## src/pkg/wdg_map.vh

```
/*
 * constants for the supervision timer: register offsets, field positions,
 * reset values and timing counts.
 * assumes a 10 MHz system clock and a 128 kHz timer oscillator rate.
 */
`ifndef WDG_MAP_VH
`define WDG_MAP_VH

// register byte offsets on the apb bus
`define WDG_OFF_RESET_CAUSE     8'h00
`define WDG_OFF_CTRL            8'h04

// reset_cause_status field positions
`define WDG_RC_POWERON          0
`define WDG_RC_PIN              1
`define WDG_RC_BROWNOUT         2
`define WDG_RC_TIMER            3

// watchdog_control_status field positions
`define WDG_CS_PS0              0
`define WDG_CS_PS2              2
`define WDG_CS_RE               3
`define WDG_CS_CE               4
`define WDG_CS_PS3              5
`define WDG_CS_IE               6
`define WDG_CS_FLAG             7

// reset values and the largest prescale code
`define WDG_RC_RESET            4'h1
`define WDG_PS_RESET            4'h0
`define WDG_PS_MAX              4'h9

// timing: rates in hz, window in system clock cycles
`define WDG_CLK_HZ              10000000
`define WDG_OSC_HZ              128000
`define WDG_OSC_DIV             (`WDG_CLK_HZ / `WDG_OSC_HZ)
`define WDG_BASE_CYCLES         2048
`define WDG_CE_WINDOW           3'h4

`endif

```

## src/hdl/wdg_osc_counter.v

```verilog
/*
 * time-out counter of the supervision timer: a divider makes the
 * oscillator-rate enable, a counter counts those ticks, and a one-cycle
 * expiry pulse leaves when the selected limit is reached.
 * assumes one system clock and synchronous restart and run inputs.
 */
`timescale 1ns/1ps
`include "wdg_map.vh"

module wdg_osc_counter #(
    parameter DIV  = `WDG_OSC_DIV,      // system cycles per oscillator cycle
    parameter BASE = `WDG_BASE_CYCLES,  // oscillator cycles at prescale 0
    parameter CW   = 21                 // counter width
) (
    input  wire          clk,           // system clock
    input  wire          arst_n,        // async reset, active low
    input  wire          restart,       // counter back to zero
    input  wire          run,           // counting allowed
    input  wire [3:0]    prescale,      // time-out select
    output reg           expire         // one-cycle expiry pulse
);

    reg  [15:0]   div_reg;              // oscillator-rate divider
    reg  [CW-1:0] cnt_reg;              // oscillator cycle count
    wire          tick;                 // one-cycle oscillator enable
    wire [3:0]    ps_eff;               // prescale with reserved codes capped
    wire [CW-1:0] limit;                // last count before expiry

    assign tick   = (div_reg == DIV - 1);
    // reserved codes behave as the longest period
    assign ps_eff = (prescale > `WDG_PS_MAX) ? `WDG_PS_MAX : prescale;
    assign limit  = (BASE[CW-1:0] << ps_eff) - {{(CW-1){1'b0}}, 1'b1};

    // divider runs free so the tick rate never depends on core activity
    always @(posedge clk or negedge arst_n) begin
        if (!arst_n) begin
            div_reg <= 16'h0000;
        end else if (tick) begin
            div_reg <= 16'h0000;
        end else begin
            div_reg <= div_reg + 16'h0001;
        end
    end

    // counter and expiry; a shorter limit set mid-count expires at the next tick
    always @(posedge clk or negedge arst_n) begin
        if (!arst_n) begin
            cnt_reg <= {CW{1'b0}};
            expire  <= 1'b0;
        end else begin
            expire <= 1'b0;
            if (restart || !run) begin
                cnt_reg <= {CW{1'b0}};
            end else if (tick) begin
                if (cnt_reg >= limit) begin
                    cnt_reg <= {CW{1'b0}};
                    expire  <= 1'b1;
                end else begin
                    cnt_reg <= cnt_reg + {{(CW-1){1'b0}}, 1'b1};
                end
            end
        end
    end

endmodule // wdg_osc_counter

```

## src/hdl/wdg_top.v

```verilog
/*
 * supervision timer with reset cause flags, reached over apb.
 * holds the control register, the timed unlock, the mode decode,
 * the expiry actions and the reset cause register.
 * assumes inputs synchronous to CLK, ARST_N as the power-on reset,
 * and other reset sources reported as one-cycle pulses.
 */
// Implementation choices: the register offsets and the APB slave port.
`timescale 1ns/1ps
`include "wdg_map.vh"

// Operation
// - count oscillator ticks, act at time-out
// - restart instruction clears the counter
// - interrupt mode: flag only, no reset
// - reset mode: system reset on expiry
// - combined: first interrupt, then reset
// - reset and irq enables select the mode
// - programmed fuse forces reset mode
// - protected change only within four cycles
// - flag set on time-out, cleared by vector
// - interrupt needs global and timer enables
// - vector in combined mode clears enable, flag
// - unserviced interrupt then next expiry resets
// - counter keeps running while asleep
// - timer reset flag: set, cleared by zero
// - brown-out flag: set, cleared by zero
// - pin reset flag: set, cleared by zero
// - power-on flag cleared only by zero write
// - upper cause bits read as zero
// - system reset pulse lasts one cycle
// - timer reset flag forces reset enable
// - change enable self-clears after four cycles
// - prescale codes 2048 to 1048576 cycles
module wdg_top #(
    parameter OSC_DIV    = `WDG_OSC_DIV,     // system cycles per tick
    parameter BASE_TICKS = `WDG_BASE_CYCLES  // ticks at prescale 0
) (
    input  wire        CLK,              // system clock, 10 MHz
    input  wire        ARST_N,           // power-on reset, active low
    input  wire        PSEL,             // apb select
    input  wire        PENABLE,          // apb access phase
    input  wire        PWRITE,           // apb direction, 1 = write
    input  wire [7:0]  PADDR,            // apb byte address
    input  wire [31:0] PWDATA,           // apb write data
    output reg  [31:0] PRDATA,           // apb read data
    output reg         PREADY,           // apb ready
    output reg         PSLVERR,          // apb error, unmapped address
    input  wire        RESTART_STROBE,   // restart instruction executed
    input  wire        VECTOR_TAKEN,     // timer interrupt vector taken
    input  wire        GLOBAL_IRQ_EN,    // global enable of status reg
    input  wire        ALWAYS_ON_FUSE_N, // 0 = fuse programmed
    input  wire        PIN_RESET_SEEN,   // pulse: pin reset happened
    input  wire        BROWNOUT_SEEN,    // pulse: brown-out happened
    output reg         TIMEOUT_IRQ,      // interrupt request to core
    output reg         SYS_RESET         // one-cycle system reset
);

    // control register fields
    reg        flag_reg;                 // timeout_irq_flag
    reg        ie_reg;                   // timeout_irq_enable as written
    reg        ce_reg;                   // change_enable_bit
    reg        re_reg;                   // reset_enable_bit as written
    reg  [3:0] ps_reg;                   // timeout_prescale_select
    reg  [2:0] ce_cnt_reg;               // cycles left in unlock window

    // reset cause flags
    reg        por_flag_reg;             // poweron_cause_flag
    reg        pin_flag_reg;             // pin_reset_cause_flag
    reg        bod_flag_reg;             // brownout_cause_flag
    reg        tmr_flag_reg;             // timer_reset_cause_flag
    localparam [3:0] RC_RESET = `WDG_RC_RESET; // cause flags after power-on

    // bus decode
    wire       access;                   // completing apb transfer
    wire       wr;                       // completing write
    wire       sel_rc;                   // reset cause selected
    wire       sel_cs;                   // control selected
    wire       wr_rc;                    // write to reset cause
    wire       wr_cs;                    // write to control

    // write data fields for the control register
    wire       wd_flag;                  // flag bit written
    wire       wd_ie;                    // irq enable written
    wire       wd_ce;                    // change enable written
    wire       wd_re;                    // reset enable written
    wire [3:0] wd_ps;                    // prescale written
    wire       unlock;                   // unlock write seen
    wire       protect_ok;               // protected change accepted

    // effective configuration
    wire       fuse_on;                  // always-on fuse programmed
    wire       re_eff;                   // reset enable after overrides
    wire       ie_eff;                   // irq enable after overrides
    wire       running;                  // any mode but stopped
    wire       combined;                 // interrupt then reset mode

    // timer events
    wire       expire;                   // counter expiry pulse
    wire       do_reset;                 // expiry leads to reset
    wire       do_irq;                   // expiry sets the flag
    wire       sys_evt;                  // any system reset this cycle
    wire [7:0] rc_rd;                    // reset cause read value
    wire [7:0] cs_rd;                    // control read value

    // apb decode; a write lands only at the edge with PREADY high
    assign access = PSEL & PENABLE & PREADY;
    assign wr     = access & PWRITE;
    assign sel_rc = (PADDR == `WDG_OFF_RESET_CAUSE);
    assign sel_cs = (PADDR == `WDG_OFF_CTRL);
    assign wr_rc  = wr & sel_rc;
    assign wr_cs  = wr & sel_cs;

    // control write fields
    assign wd_flag = PWDATA[`WDG_CS_FLAG];
    assign wd_ie   = PWDATA[`WDG_CS_IE];
    assign wd_ce   = PWDATA[`WDG_CS_CE];
    assign wd_re   = PWDATA[`WDG_CS_RE];
    assign wd_ps   = {PWDATA[`WDG_CS_PS3], PWDATA[`WDG_CS_PS2:`WDG_CS_PS0]};

    // unlock needs change and reset enable in one write
    assign unlock     = wr_cs & wd_ce & wd_re;
    // protected change: open window and change enable written low
    assign protect_ok = wr_cs & ce_reg & ~wd_ce;

    // overrides from the fuse and the timer reset flag
    assign fuse_on  = ~ALWAYS_ON_FUSE_N;
    assign re_eff   = re_reg | tmr_flag_reg | fuse_on;
    assign ie_eff   = ie_reg & ~fuse_on;
    assign running  = re_eff | ie_eff;
    assign combined = re_eff & ie_eff;

    // expiry actions per mode
    // reset: reset mode, or combined with the flag still pending
    assign do_reset = expire & re_eff & (~ie_eff | flag_reg);
    // interrupt: interrupt mode, or first expiry in combined mode
    assign do_irq   = expire & ie_eff & ~do_reset;

    // a system reset of any source, seen in the same cycle as it occurs
    assign sys_evt = SYS_RESET | PIN_RESET_SEEN | BROWNOUT_SEEN;

    // read values; upper cause bits are always zero
    assign rc_rd = {4'h0, tmr_flag_reg, bod_flag_reg,
                    pin_flag_reg, por_flag_reg};
    assign cs_rd = {flag_reg, ie_eff, ps_reg[3], ce_reg,
                    re_eff, ps_reg[2:0]};

    // time-out counter; keeps counting in every sleep state since
    // nothing here depends on the core clock being gated
    wdg_osc_counter #(
        .DIV      (OSC_DIV),
        .BASE     (BASE_TICKS),
        .CW       (21)
    ) u_cnt (
        .clk      (CLK),
        .arst_n   (ARST_N),
        .restart  (RESTART_STROBE | sys_evt),
        .run      (running),
        .prescale (ps_reg),
        .expire   (expire)
    );

    // apb slave: one wait state, then ready with data or error
    always @(posedge CLK or negedge ARST_N) begin
        if (!ARST_N) begin
            PREADY  <= 1'b0;
            PRDATA  <= 32'h0000_0000;
            PSLVERR <= 1'b0;
        end else if (PSEL && PENABLE && !PREADY) begin
            // answer in the second access cycle
            PREADY  <= 1'b1;
            PSLVERR <= ~(sel_rc | sel_cs);
            if (PWRITE) begin
                PRDATA <= 32'h0000_0000;
            end else if (sel_rc) begin
                PRDATA <= {24'h00_0000, rc_rd};
            end else if (sel_cs) begin
                PRDATA <= {24'h00_0000, cs_rd};
            end else begin
                PRDATA <= 32'h0000_0000;
            end
        end else begin
            // ready and error stand one cycle only
            PREADY  <= 1'b0;
            PSLVERR <= 1'b0;
        end
    end

    // timed unlock window; change enable drops after four cycles
    always @(posedge CLK or negedge ARST_N) begin
        if (!ARST_N) begin
            ce_reg     <= 1'b0;
            ce_cnt_reg <= 3'h0;
        end else if (sys_evt) begin
            // any system reset closes the window
            ce_reg     <= 1'b0;
            ce_cnt_reg <= 3'h0;
        end else if (unlock) begin
            ce_reg     <= 1'b1;
            ce_cnt_reg <= `WDG_CE_WINDOW;
        end else if (protect_ok) begin
            // window used up by the protected change
            ce_reg     <= 1'b0;
            ce_cnt_reg <= 3'h0;
        end else if (ce_cnt_reg == 3'h1) begin
            ce_reg     <= 1'b0;
            ce_cnt_reg <= 3'h0;
        end else if (ce_cnt_reg != 3'h0) begin
            ce_cnt_reg <= ce_cnt_reg - 3'h1;
        end
    end

    // reset enable and prescale, protected by the window
    always @(posedge CLK or negedge ARST_N) begin
        if (!ARST_N) begin
            re_reg <= 1'b0;
            ps_reg <= `WDG_PS_RESET;
        end else if (sys_evt) begin
            // timer reset flag still holds the effective enable high
            re_reg <= 1'b0;
            ps_reg <= `WDG_PS_RESET;
        end else if (protect_ok) begin
            re_reg <= wd_re;
            ps_reg <= wd_ps;
        end else if (wr_cs) begin
            // outside the window reset enable may only be set
            re_reg <= re_reg | wd_re;
        end
    end

    // irq enable: free to write; vector in combined mode clears it
    always @(posedge CLK or negedge ARST_N) begin
        if (!ARST_N) begin
            ie_reg <= 1'b0;
        end else if (sys_evt) begin
            ie_reg <= 1'b0;
        end else if (wr_cs) begin
            ie_reg <= wd_ie;
        end else if (VECTOR_TAKEN && combined) begin
            ie_reg <= 1'b0;
        end
    end

    // irq flag: set by time-out, cleared by vector or a one written;
    // a time-out in the clearing cycle wins
    always @(posedge CLK or negedge ARST_N) begin
        if (!ARST_N) begin
            flag_reg <= 1'b0;
        end else if (sys_evt) begin
            flag_reg <= 1'b0;
        end else if (do_irq) begin
            flag_reg <= 1'b1;
        end else if (VECTOR_TAKEN) begin
            flag_reg <= 1'b0;
        end else if (wr_cs && wd_flag) begin
            flag_reg <= 1'b0;
        end
    end

    // interrupt request: flag gated by both enables
    always @(posedge CLK or negedge ARST_N) begin
        if (!ARST_N) begin
            TIMEOUT_IRQ <= 1'b0;
        end else begin
            TIMEOUT_IRQ <= flag_reg & ie_eff & GLOBAL_IRQ_EN & ~sys_evt;
        end
    end

    // system reset pulse, exactly one cycle per reset expiry
    always @(posedge CLK or negedge ARST_N) begin
        if (!ARST_N) begin
            SYS_RESET <= 1'b0;
        end else begin
            SYS_RESET <= do_reset & ~SYS_RESET;
        end
    end

    // reset cause flags; power-on reset leaves only the power-on flag;
    // software clears by writing zero, a new cause in that cycle wins
    always @(posedge CLK or negedge ARST_N) begin
        if (!ARST_N) begin
            por_flag_reg <= RC_RESET[`WDG_RC_POWERON];
            pin_flag_reg <= 1'b0;
            bod_flag_reg <= 1'b0;
            tmr_flag_reg <= 1'b0;
        end else begin
            // power-on flag: only a zero write clears it
            if (wr_rc && !PWDATA[`WDG_RC_POWERON]) begin
                por_flag_reg <= 1'b0;
            end
            // pin reset cause
            if (PIN_RESET_SEEN) begin
                pin_flag_reg <= 1'b1;
            end else if (wr_rc && !PWDATA[`WDG_RC_PIN]) begin
                pin_flag_reg <= 1'b0;
            end
            // brown-out cause
            if (BROWNOUT_SEEN) begin
                bod_flag_reg <= 1'b1;
            end else if (wr_rc && !PWDATA[`WDG_RC_BROWNOUT]) begin
                bod_flag_reg <= 1'b0;
            end
            // timer reset cause, set with the reset pulse
            if (do_reset && !SYS_RESET) begin
                tmr_flag_reg <= 1'b1;
            end else if (wr_rc && !PWDATA[`WDG_RC_TIMER]) begin
                tmr_flag_reg <= 1'b0;
            end
        end
    end

endmodule // wdg_top

```

## config.mk

```make
export PLATFORM = sky130hd
export DESIGN_NAME = wdg_top
export DESIGN_NICKNAME = d
export VERILOG_FILES = /design/src/hdl/wdg_osc_counter.v /design/src/hdl/wdg_top.v
export VERILOG_INCLUDE_DIRS = /design/src /design/src/pkg
export SDC_FILE = /design/constraint.sdc
export NUM_CORES = 1
export LEC_CHECK = 0
export CORE_UTILIZATION = 45
export CTS_CLUSTER_DIAMETER = 50
export DETAILED_ROUTE_END_ITERATION = 8
export DONT_BUFFER_PORTS = 1
export GPL_TIMING_DRIVEN = 1
export HOLD_SLACK_MARGIN = 0.15
export PLACE_DENSITY_LB_ADDON = 0.3
export RECOVER_POWER = 50
export SLEW_MARGIN = 40
export SYNTH_ARGS = -nofsm -noshare
export SYNTH_HDL_FRONTEND = slang
export SYNTH_SLANG_ARGS = --single-unit
export TNS_END_PERCENT = 20
```

## constraint.sdc

```tcl
create_clock -name CLK -period 3.5 [get_ports CLK]
set_input_delay 0.7 -clock CLK [delete_from_list [all_inputs] [get_ports CLK]]
set_output_delay 0.7 -clock CLK [all_outputs]
set_load 0.01 [all_outputs]
```

==> results of run 1 <==
==> logic make-up (layout without fill, tap and decap cells) <==
logic type,count (synthesis),in the layout,synth area share [%]
AO/OA/AOI/OAI,76,76,14.2
XOR/XNOR,15,15,3.53
adder cells (fa/ha/maj),17,17,5.71
buffers and inverters,48,54,7.89
flip-flops,65,65,43.7
multiplexers,7,7,1.91
other,2,25,0.202
AND/OR/NAND/NOR,165,166,22.9
==> timing repair <==
item	in CTS	in global routing
gates resized for setup	1	9
cloned	1	2
pin swaps	1	7
endpoints found under the setup margin	7	21
setup buffers	1	4
hold buffers	1	0
hold endpoints to repair	64	0
==> layout make-up <==
| type | instances | area share (%) |
|---|---|---|
| Multi-Input combinational cell | 306 | 46.9 |
| Timing Repair Buffer | 23 | 5.33 |
| Sequential cell | 65 | 39.2 |
| Clock inverter | 6 | 1.05 |
| Clock buffer | 10 | 3.07 |
| Tap cell | 102 | 3.07 |
| Inverter | 15 | 1.36 |
==> power groups by stage <==
stage / clock (mW) / combinational [mW] / sequential (mW)
after floorplan: 0 / 0.0918 / 0.776
after global placement: 0 / 0.0829 / 0.777
after CTS: 0.595 / 0.104 / 0.763
after detailed placement: 0 / 0.0841 / 0.778
final: 0.575 / 0.100 / 0.763
after global routing: 0.620 / 0.116 / 0.764
==> placed cells by master (no fill, tap or decap), types with 9 or more instances in the layout <==
| cell type | count |
|---|---|
| a31oi_1 | 12 |
| nand2_1 | 47 |
| conb_1 | 25 |
| nor3_1 | 10 |
| nand3_1 | 24 |
| buf_4 | 18 |
| ha_1 | 16 |
| clkbuf_8 | 9 |
| dfrtp_1 | 64 |
| inv_1 | 15 |
| o21ai_0 | 14 |
| nor2_1 | 33 |
| a21oi_1 | 18 |
==> metrics by stage <==
step,area [um^2],instances,setup TNS [ns]
2_1_floorplan,3810,418,0
3_3_place_gp,3830,503,-0.00387
3_5_place_dp,3830,503,-0.0826
4_1_cts,4060,522,0
5_1_grt,4150,527,-0.00419
6_report,4150,527,0
==> path summary, 6_finish.rpt <==
path                                                from                       endpoint  depth (start not counted)
max in group asynchronous                         ARST_N               PREADY$_DFF_PN0_                          1
min in group CLK                           BROWNOUT_SEEN       bod_flag_reg$_DFFE_PN0P_                          1
worst max-delay path               ps_reg[0]$_DFFE_PN0P_  u_cnt.cnt_reg[15]$_DFFE_PN0P_                         14
worst min register to register  por_flag_reg$_DFFE_PN1P_       por_flag_reg$_DFFE_PN1P_                          1
worst max register to register     ps_reg[0]$_DFFE_PN0P_  u_cnt.cnt_reg[15]$_DFFE_PN0P_                         14
worst min-delay path                              ARST_N       por_flag_reg$_DFFE_PN1P_                          0
==> layer usage <==
layer | GRT usage [%] | share of wire (%)
met1 | 25.9 | 47
met2 | 29.1 | 48
met3 | 6.99 | 3.9
met4 | 6.54 | 1.6
met5 | 0 | 0
==> worst reg2reg max path: stages (launching register included) <==
cell	delay [ns]
dfrtp_1	0.38
or2_4	0.25
or3_4	0.39
ha_4	0.19
a21o_1	0.17
a32oi_1	0.19
ha_1	0.26
and4_4	0.15
nand4_1	0.14
and3b_2	0.27
nor4_4	0.28
buf_6	0.18
clkbuf_16	0.16
a21oi_1	0.07
a31oi_1	0.17
==> reports/qor.yml, run 1 <==
status:
  status: "complete, but fails checks"
  violations: "max-capacitance violations, max-slew violations"
power:
  pwr-share-clk_pct: 40.0
  p_per_area_mw_per_mm2: 347
  power_leakage_nw: 1.81
  netSwitchingFraction_pct: 27.1
  p_sw_mw: 0.391
  power_frac_seq_pct: 53.0
  p_int_mw: 1.05
  power.ir.vdd_worst_mv: 0.216
  power_mw: 1.44
  comb_power_share_pct: 7.0
critical_path:
  cp_slowest_stage_delay_ns: 0.39
  crit_family: "simple AND/OR/NAND/NOR gates"
  endpoint_kind: "flip-flop"
  worstPathCellList: "or2_4 -> or3_4 -> ha_4 -> a21o_1 -> a32oi_1 -> ha_1 -> and4_4 -> nand4_1 -> and3b_2 -> nor4_4 -> buf_6 -> clkbuf_16 -> a21oi_1 -> a31oi_1"
  r2r_setup_slack_ns: 0.16
  cp_max_fo: 8
  critPathBufInv: 2
  critPathRequiredTime_ns: 3.76
  critPathLaunchType: "flip-flop"
  crit_slowest_cell: "or3_4"
  criticalPathCategory: "reg2reg"
  arrival_ns: 3.60
cts:
  cts_root_buf: "clkbuf_8"
  cts_tree: "built"
  worstSkewPairLatency_ns: 0.35
  cts_made_buffers: 9
  clock-sinks: 65
  clk_pin_slew_ns: 0.08
  cts_buffer_depth: 2
  htreeDepth: 3
cells_and_area:
  num_antenna_cells: 0
  multi_input_comb_area_mm2: 0.00195
  fin_nets: 488
  fill_cells: 735
  drive_gt1_share_pct: 13.9
  largest_reg_flops: 21
  ff_latch_area_mm2: 0.00163
  fin_util_pct: 52.9
  syn2layout_area_growth_pct: 11.4
global_routing:
  grt_max_degree: 65
  grt_pass1_wl_um: 13100
  grt_usage_pct: 19.4
  antenna_found_initial: 0
  grt-ovfl-total: 0
  grt_pass1_vias: 2660
synthesis:
  synth-async-reset-ratio_pct: 100
  netlist_instances: 395
  ys_ff_latch: 65
  syn-cell-area_mm2: 0.00373
  ys_types: 57
  synth_ff_type: "dfrtp_1"
  avgSynthCellArea_um2: 9.43
  ys_top_cells_by_area: "dfrtp_1 43%, ha_1 5.7%, buf_4 4.8%"
  synth-seq-area-share_pct: 43.7
  synth.top_cell.area_share_pct: 43.0
  synth_edf_count: 0
  yosysWarnings: 0
  yosysMostFrequentCell: "dfrtp_1"
  synth_commonest_cells: "64 x dfrtp_1, 47 x nand2_1, 33 x nor2_1"
  synth_largest_area_cell: "dfrtp_1"
route:
  first_pass_iters: 4
  drt-total-wl_um: 8190
  vias: 2917
  wl_per_cell_um: 15.5
  routed_via_density: 5.54
  drtIter0Drc: 143
  drcViolationCount: 0
  postRouteAntennaNets: 0
floorplanning:
  dieArea_mm2: 0.00865
  row_count: 32
  die_width_um: 93.0
  fp.dieH_um: 93.0
  start_util_pct: 47.5
  design.core.area_mm2: 0.00785
  ios: 87
place:
  dp_slack_ns: -0.0198
  place_hpwl_um: 5480
  place_congestion: 0.822
  port_buffers: 0
sta:
  tightest_slew_ns: 1.59
  drv_slew: 65
  period_needed_ns: 3.34
  fmax_mhz: 299
  hold_violations: 0
  skew_ns: 0.0111
  relSlewSlack_pct: -6.13
  post-route-period-util_pct: 95.5
  hold_ws_ns: 0.188
  setup_viol: 0
  setup_ws_ns: 0.156
min_path:
  hp-class: "in2async"
flow_run:
  cap_viol_max_count: 1
(Power assumes the default switching activity.)
==> run 2: changes to the inputs <==
--- a/config.mk
+++ b/config.mk
@@ -10,6 +10,7 @@
 export CTS_CLUSTER_DIAMETER = 50
 export DETAILED_ROUTE_END_ITERATION = 8
 export DONT_BUFFER_PORTS = 1
+export GPL_ROUTABILITY_DRIVEN = 0
 export GPL_TIMING_DRIVEN = 1
 export HOLD_SLACK_MARGIN = 0.15
 export PLACE_DENSITY_LB_ADDON = 0.3
@@ -17,5 +18,6 @@
 export SLEW_MARGIN = 40
 export SYNTH_ARGS = -nofsm -noshare
 export SYNTH_HDL_FRONTEND = slang
+export SYNTH_HIERARCHICAL = 1
 export SYNTH_SLANG_ARGS = --single-unit
 export TNS_END_PERCENT = 20
==> reports/qor.yml, run 2 <==
global_routing:
  grt-ovfl-total: 0  # unchanged
  grt_pass1_wl_um: 13700  # +4.3%
  antenna_found_initial: 0  # unchanged
  grt_usage_pct: 19.7  # +0.27 points
  grt_max_degree: 65  # unchanged
  grt_pass1_vias: 2843  # +6.9%
cts:
  clock-sinks: 65  # unchanged
  clk_pin_slew_ns: 0.07  # about the same
  cts_root_buf: "clkbuf_8"
  cts_tree: "built"
  cts_made_buffers: 9  # unchanged
  cts_buffer_depth: 2  # unchanged
  htreeDepth: 3  # unchanged
  worstSkewPairLatency_ns: 0.34  # about the same
critical_path:
  critPathRequiredTime_ns: 3.75  # about the same
  criticalPathCategory: "reg2reg"
  critPathLaunchType: "flip-flop"
  cp_max_fo: 22  # +14
  arrival_ns: 3.39  # -0.21 ns
  ff2ff_path_depth: 13  # -1
  reg2reg_from: "ps_reg[2]$_DFFE_PN0P_"
  endpoint_kind: "flip-flop"
  rr_endpoint: "u_cnt/cnt_reg[19]$_DFFE_PN0P_"
  r2r_setup_slack_ns: 0.36  # +0.20 ns
floorplanning:
  fp.dieH_um: 94.8  # +2.0%
  row_count: 33  # +3.1%
  design.core.area_mm2: 0.00830  # +5.8%
  dieArea_mm2: 0.00899  # +4.0%
  ios: 87  # unchanged
  start_util_pct: 46.7  # -0.74 points
  die_width_um: 94.8  # +2.0%
synthesis:
  synth_fa_ha_area_share_pct: 5.48  # -0.22 points
  yosysMostFrequentCell: "dfrtp_1"
  synth_largest_area_cell: "dfrtp_1"
  avgSynthCellArea_um2: 9.30  # -1.4%
  synth.top_cell.area_share_pct: 41.3  # -1.7 points
  synth_compound_area_share_pct: 13.5  # -0.69 points
  synth_top_family_by_area: "simple AND/OR/NAND/NOR gates"
  ys_top_cells_by_area: "dfrtp_1 41%, ha_1 5.5%, nand2_1 5.2%"
  ys_ff_latch: 65  # unchanged
  synth-xor-area-share_pct: 3.39  # -0.14 points
  synth-async-reset-ratio_pct: 100  # unchanged
  synth_ff_type: "dfrtp_1"
  yosys-mux-area-fraction_pct: 1.81  # -0.11 points
  synth_edf_count: 0  # unchanged
  netlist_instances: 417  # +5.6%
  synth-seq-area-share_pct: 42.0  # -1.7 points
  synth_commonest_cells: "64 x dfrtp_1, 54 x nand2_1, 24 x buf_4, 24 x nor2_1, 20 x a21oi_1"
  ys_types: 61  # +7.0%
  yosys.area_share.simple_pct: 26.3  # +3.5 points
  yosysWarnings: 6  # +6
  syn-cell-area_mm2: 0.00388  # +4.1%
power:
  power_mw: 1.50  # +4.1%
  comb_power_share_pct: 4.6  # -2.4 points
  power_frac_seq_pct: 50.6  # -2.4 points
  power_leakage_nw: 1.71  # -5.6%
  p_per_area_mw_per_mm2: 363  # +4.9%
  pwr-share-clk_pct: 44.9  # +4.9 points
  power.ir.vdd_worst_mv: 0.224  # +3.8%
  p_int_mw: 1.16  # +11%
  p_sw_mw: 0.336  # -14%
  netSwitchingFraction_pct: 22.5  # -4.7 points
cells_and_area:
  drive_gt1_share_pct: 8.47  # -5.4 points
  largest_reg_flops: 21  # unchanged
  layout_commonest_cell: "dfrtp_1"
  stdcell_count: 530  # +0.57%
  syn2layout_area_growth_pct: 6.19
  fill_cells: 795  # +8.2%
  num_antenna_cells: 0  # unchanged
  fin_util_pct: 49.6  # -3.3 points
  final_cell_mix: "64 x dfrtp_1, 54 x nand2_1, 25 x conb_1"
  final_cell_area_mm2: 0.00412  # -0.78%
  fin_nets: 488  # unchanged
route:
  drtIter0Drc: 154  # +7.7%
  routed_via_density: 5.63  # +1.6%
  drcViolationCount: 0  # unchanged
  wl_per_cell_um: 15.0  # -3.7%
  postRouteAntennaNets: 0  # unchanged
  first_pass_iters: 4  # unchanged
  drt-total-wl_um: 7940  # -3.1%
  vias: 2982  # +2.2%
sta:
  drv_slew: 65  # unchanged
  post-route-period-util_pct: 89.8  # -5.7 points
  hold_ws_ns: 0.192  # +0.00363 ns
  skew_ns: 0.00970  # -0.00137 ns
  rsz0062_at_grt: "false"
  hold_violations: 0  # unchanged
  setup_ws_ns: 0.356  # +0.200 ns
  fmax_mhz: 318  # +6.4%
  final.setup.tns_ns: 0  # unchanged
  period_needed_ns: 3.14  # -0.200 ns
  setup_viol: 0  # unchanged
  relSlewSlack_pct: -5.81  # +0.32 points
  tightest_slew_ns: 1.59  # -0.00486 ns
place:
  port_buffers: 0  # unchanged
  place_hpwl_um: 5560  # +1.5%
  dp_cells: 513  # +2.0%
  dp_slack_ns: 0.195  # +0.215 ns
  placed_area_mm2: 0.00389  # +1.5%
status:
  status: "complete, but fails checks"
  violations: "max-capacitance violations, max-slew violations"
min_path:
  hp-class: "in2async"
flow_run:
  cap_viol_max_count: 1  # unchanged
[run 2: cell families after synthesis]
family / Yosys count
adder cells (fa/ha/maj): 17
XOR/XNOR: 15
flip-flops: 65
multiplexers: 7
buffers and inverters: 48
AND/OR/NAND/NOR: 180
other: 2
AO/OA/AOI/OAI: 83
[run 2: per-layer routing]
layer / GRT usage, % / vias up / share of wire [%]
met2: 31.4 / 63 / 49
met4: 7.95 / 0 / 1.7
met5: 0 / - / 0
met3: 3.46 / 13 / 3.0
li1: - / 1466 / -
met1: 26.3 / 1440 / 47
[run 2: layout make-up]
| type | instances | area (um^2) | share of cell area (%) |
|---|---|---|---|
| tap | 105 | 131 | 3.19 |
| multi-input combinational | 327 | 2070 | 50.2 |
| sequential | 65 | 1630 | 39.5 |
| inverter | 11 | 41.3 | 1.00 |
| clock buffer | 14 | 173 | 4.19 |
| timing repair buffer | 6 | 42.5 | 1.03 |
| clock inverter | 2 | 37.5 | 0.911 |
[run 2: worst max path at each step]
stage | start | to | slack [ns]
floorplan | ps_reg[2]$_DFFE_PN0P_ | u_cnt/cnt_reg[17]$_DFFE_PN0P_ | 0.72
global placement | ps_reg[2]$_DFFE_PN0P_ | u_cnt/cnt_reg[19]$_DFFE_PN0P_ | 0.34
detailed placement | ps_reg[2]$_DFFE_PN0P_ | u_cnt/cnt_reg[12]$_DFFE_PN0P_ | 0.19
CTS | ps_reg[2]$_DFFE_PN0P_ | u_cnt/cnt_reg[19]$_DFFE_PN0P_ | 0.19
global route | ps_reg[2]$_DFFE_PN0P_ | u_cnt/cnt_reg[12]$_DFFE_PN0P_ | 0.10
finish | ps_reg[2]$_DFFE_PN0P_ | u_cnt/cnt_reg[19]$_DFFE_PN0P_ | 0.36
[run 2: worst max-delay path, cell delays in order (launching register included)]
cell      delay [ns]
dfrtp_1         0.45
nor2_1          0.28
nand3b_1        0.12
ha_1            0.26
nor3_1          0.15
a21o_1          0.10
a32oi_1         0.10
ha_1            0.20
a21oi_1         0.14
nor2_1          0.07
a211oi_2        0.27
o21ai_4         0.24
or4_1           0.50
a31oi_1         0.18
[run 2: what timing repair did]
item | in CTS | in global routing
resized for setup | 0 | 1
endpoints found under the setup margin | 0 | 8
hold buffers | 1 | 0
setup buffers | 0 | 0
hold endpoints to repair | 64 | 0
[run 2: power groups by stage]
stage	sequential, mW	clock [mW]	combinational [mW]
after CTS	0.756	0.685	0.0724
after detailed placement	0.771	0	0.0536
final	0.757	0.672	0.0685
after floorplan	0.771	0	0.0675
after global placement	0.771	0	0.0520
after global routing	0.757	0.714	0.0809
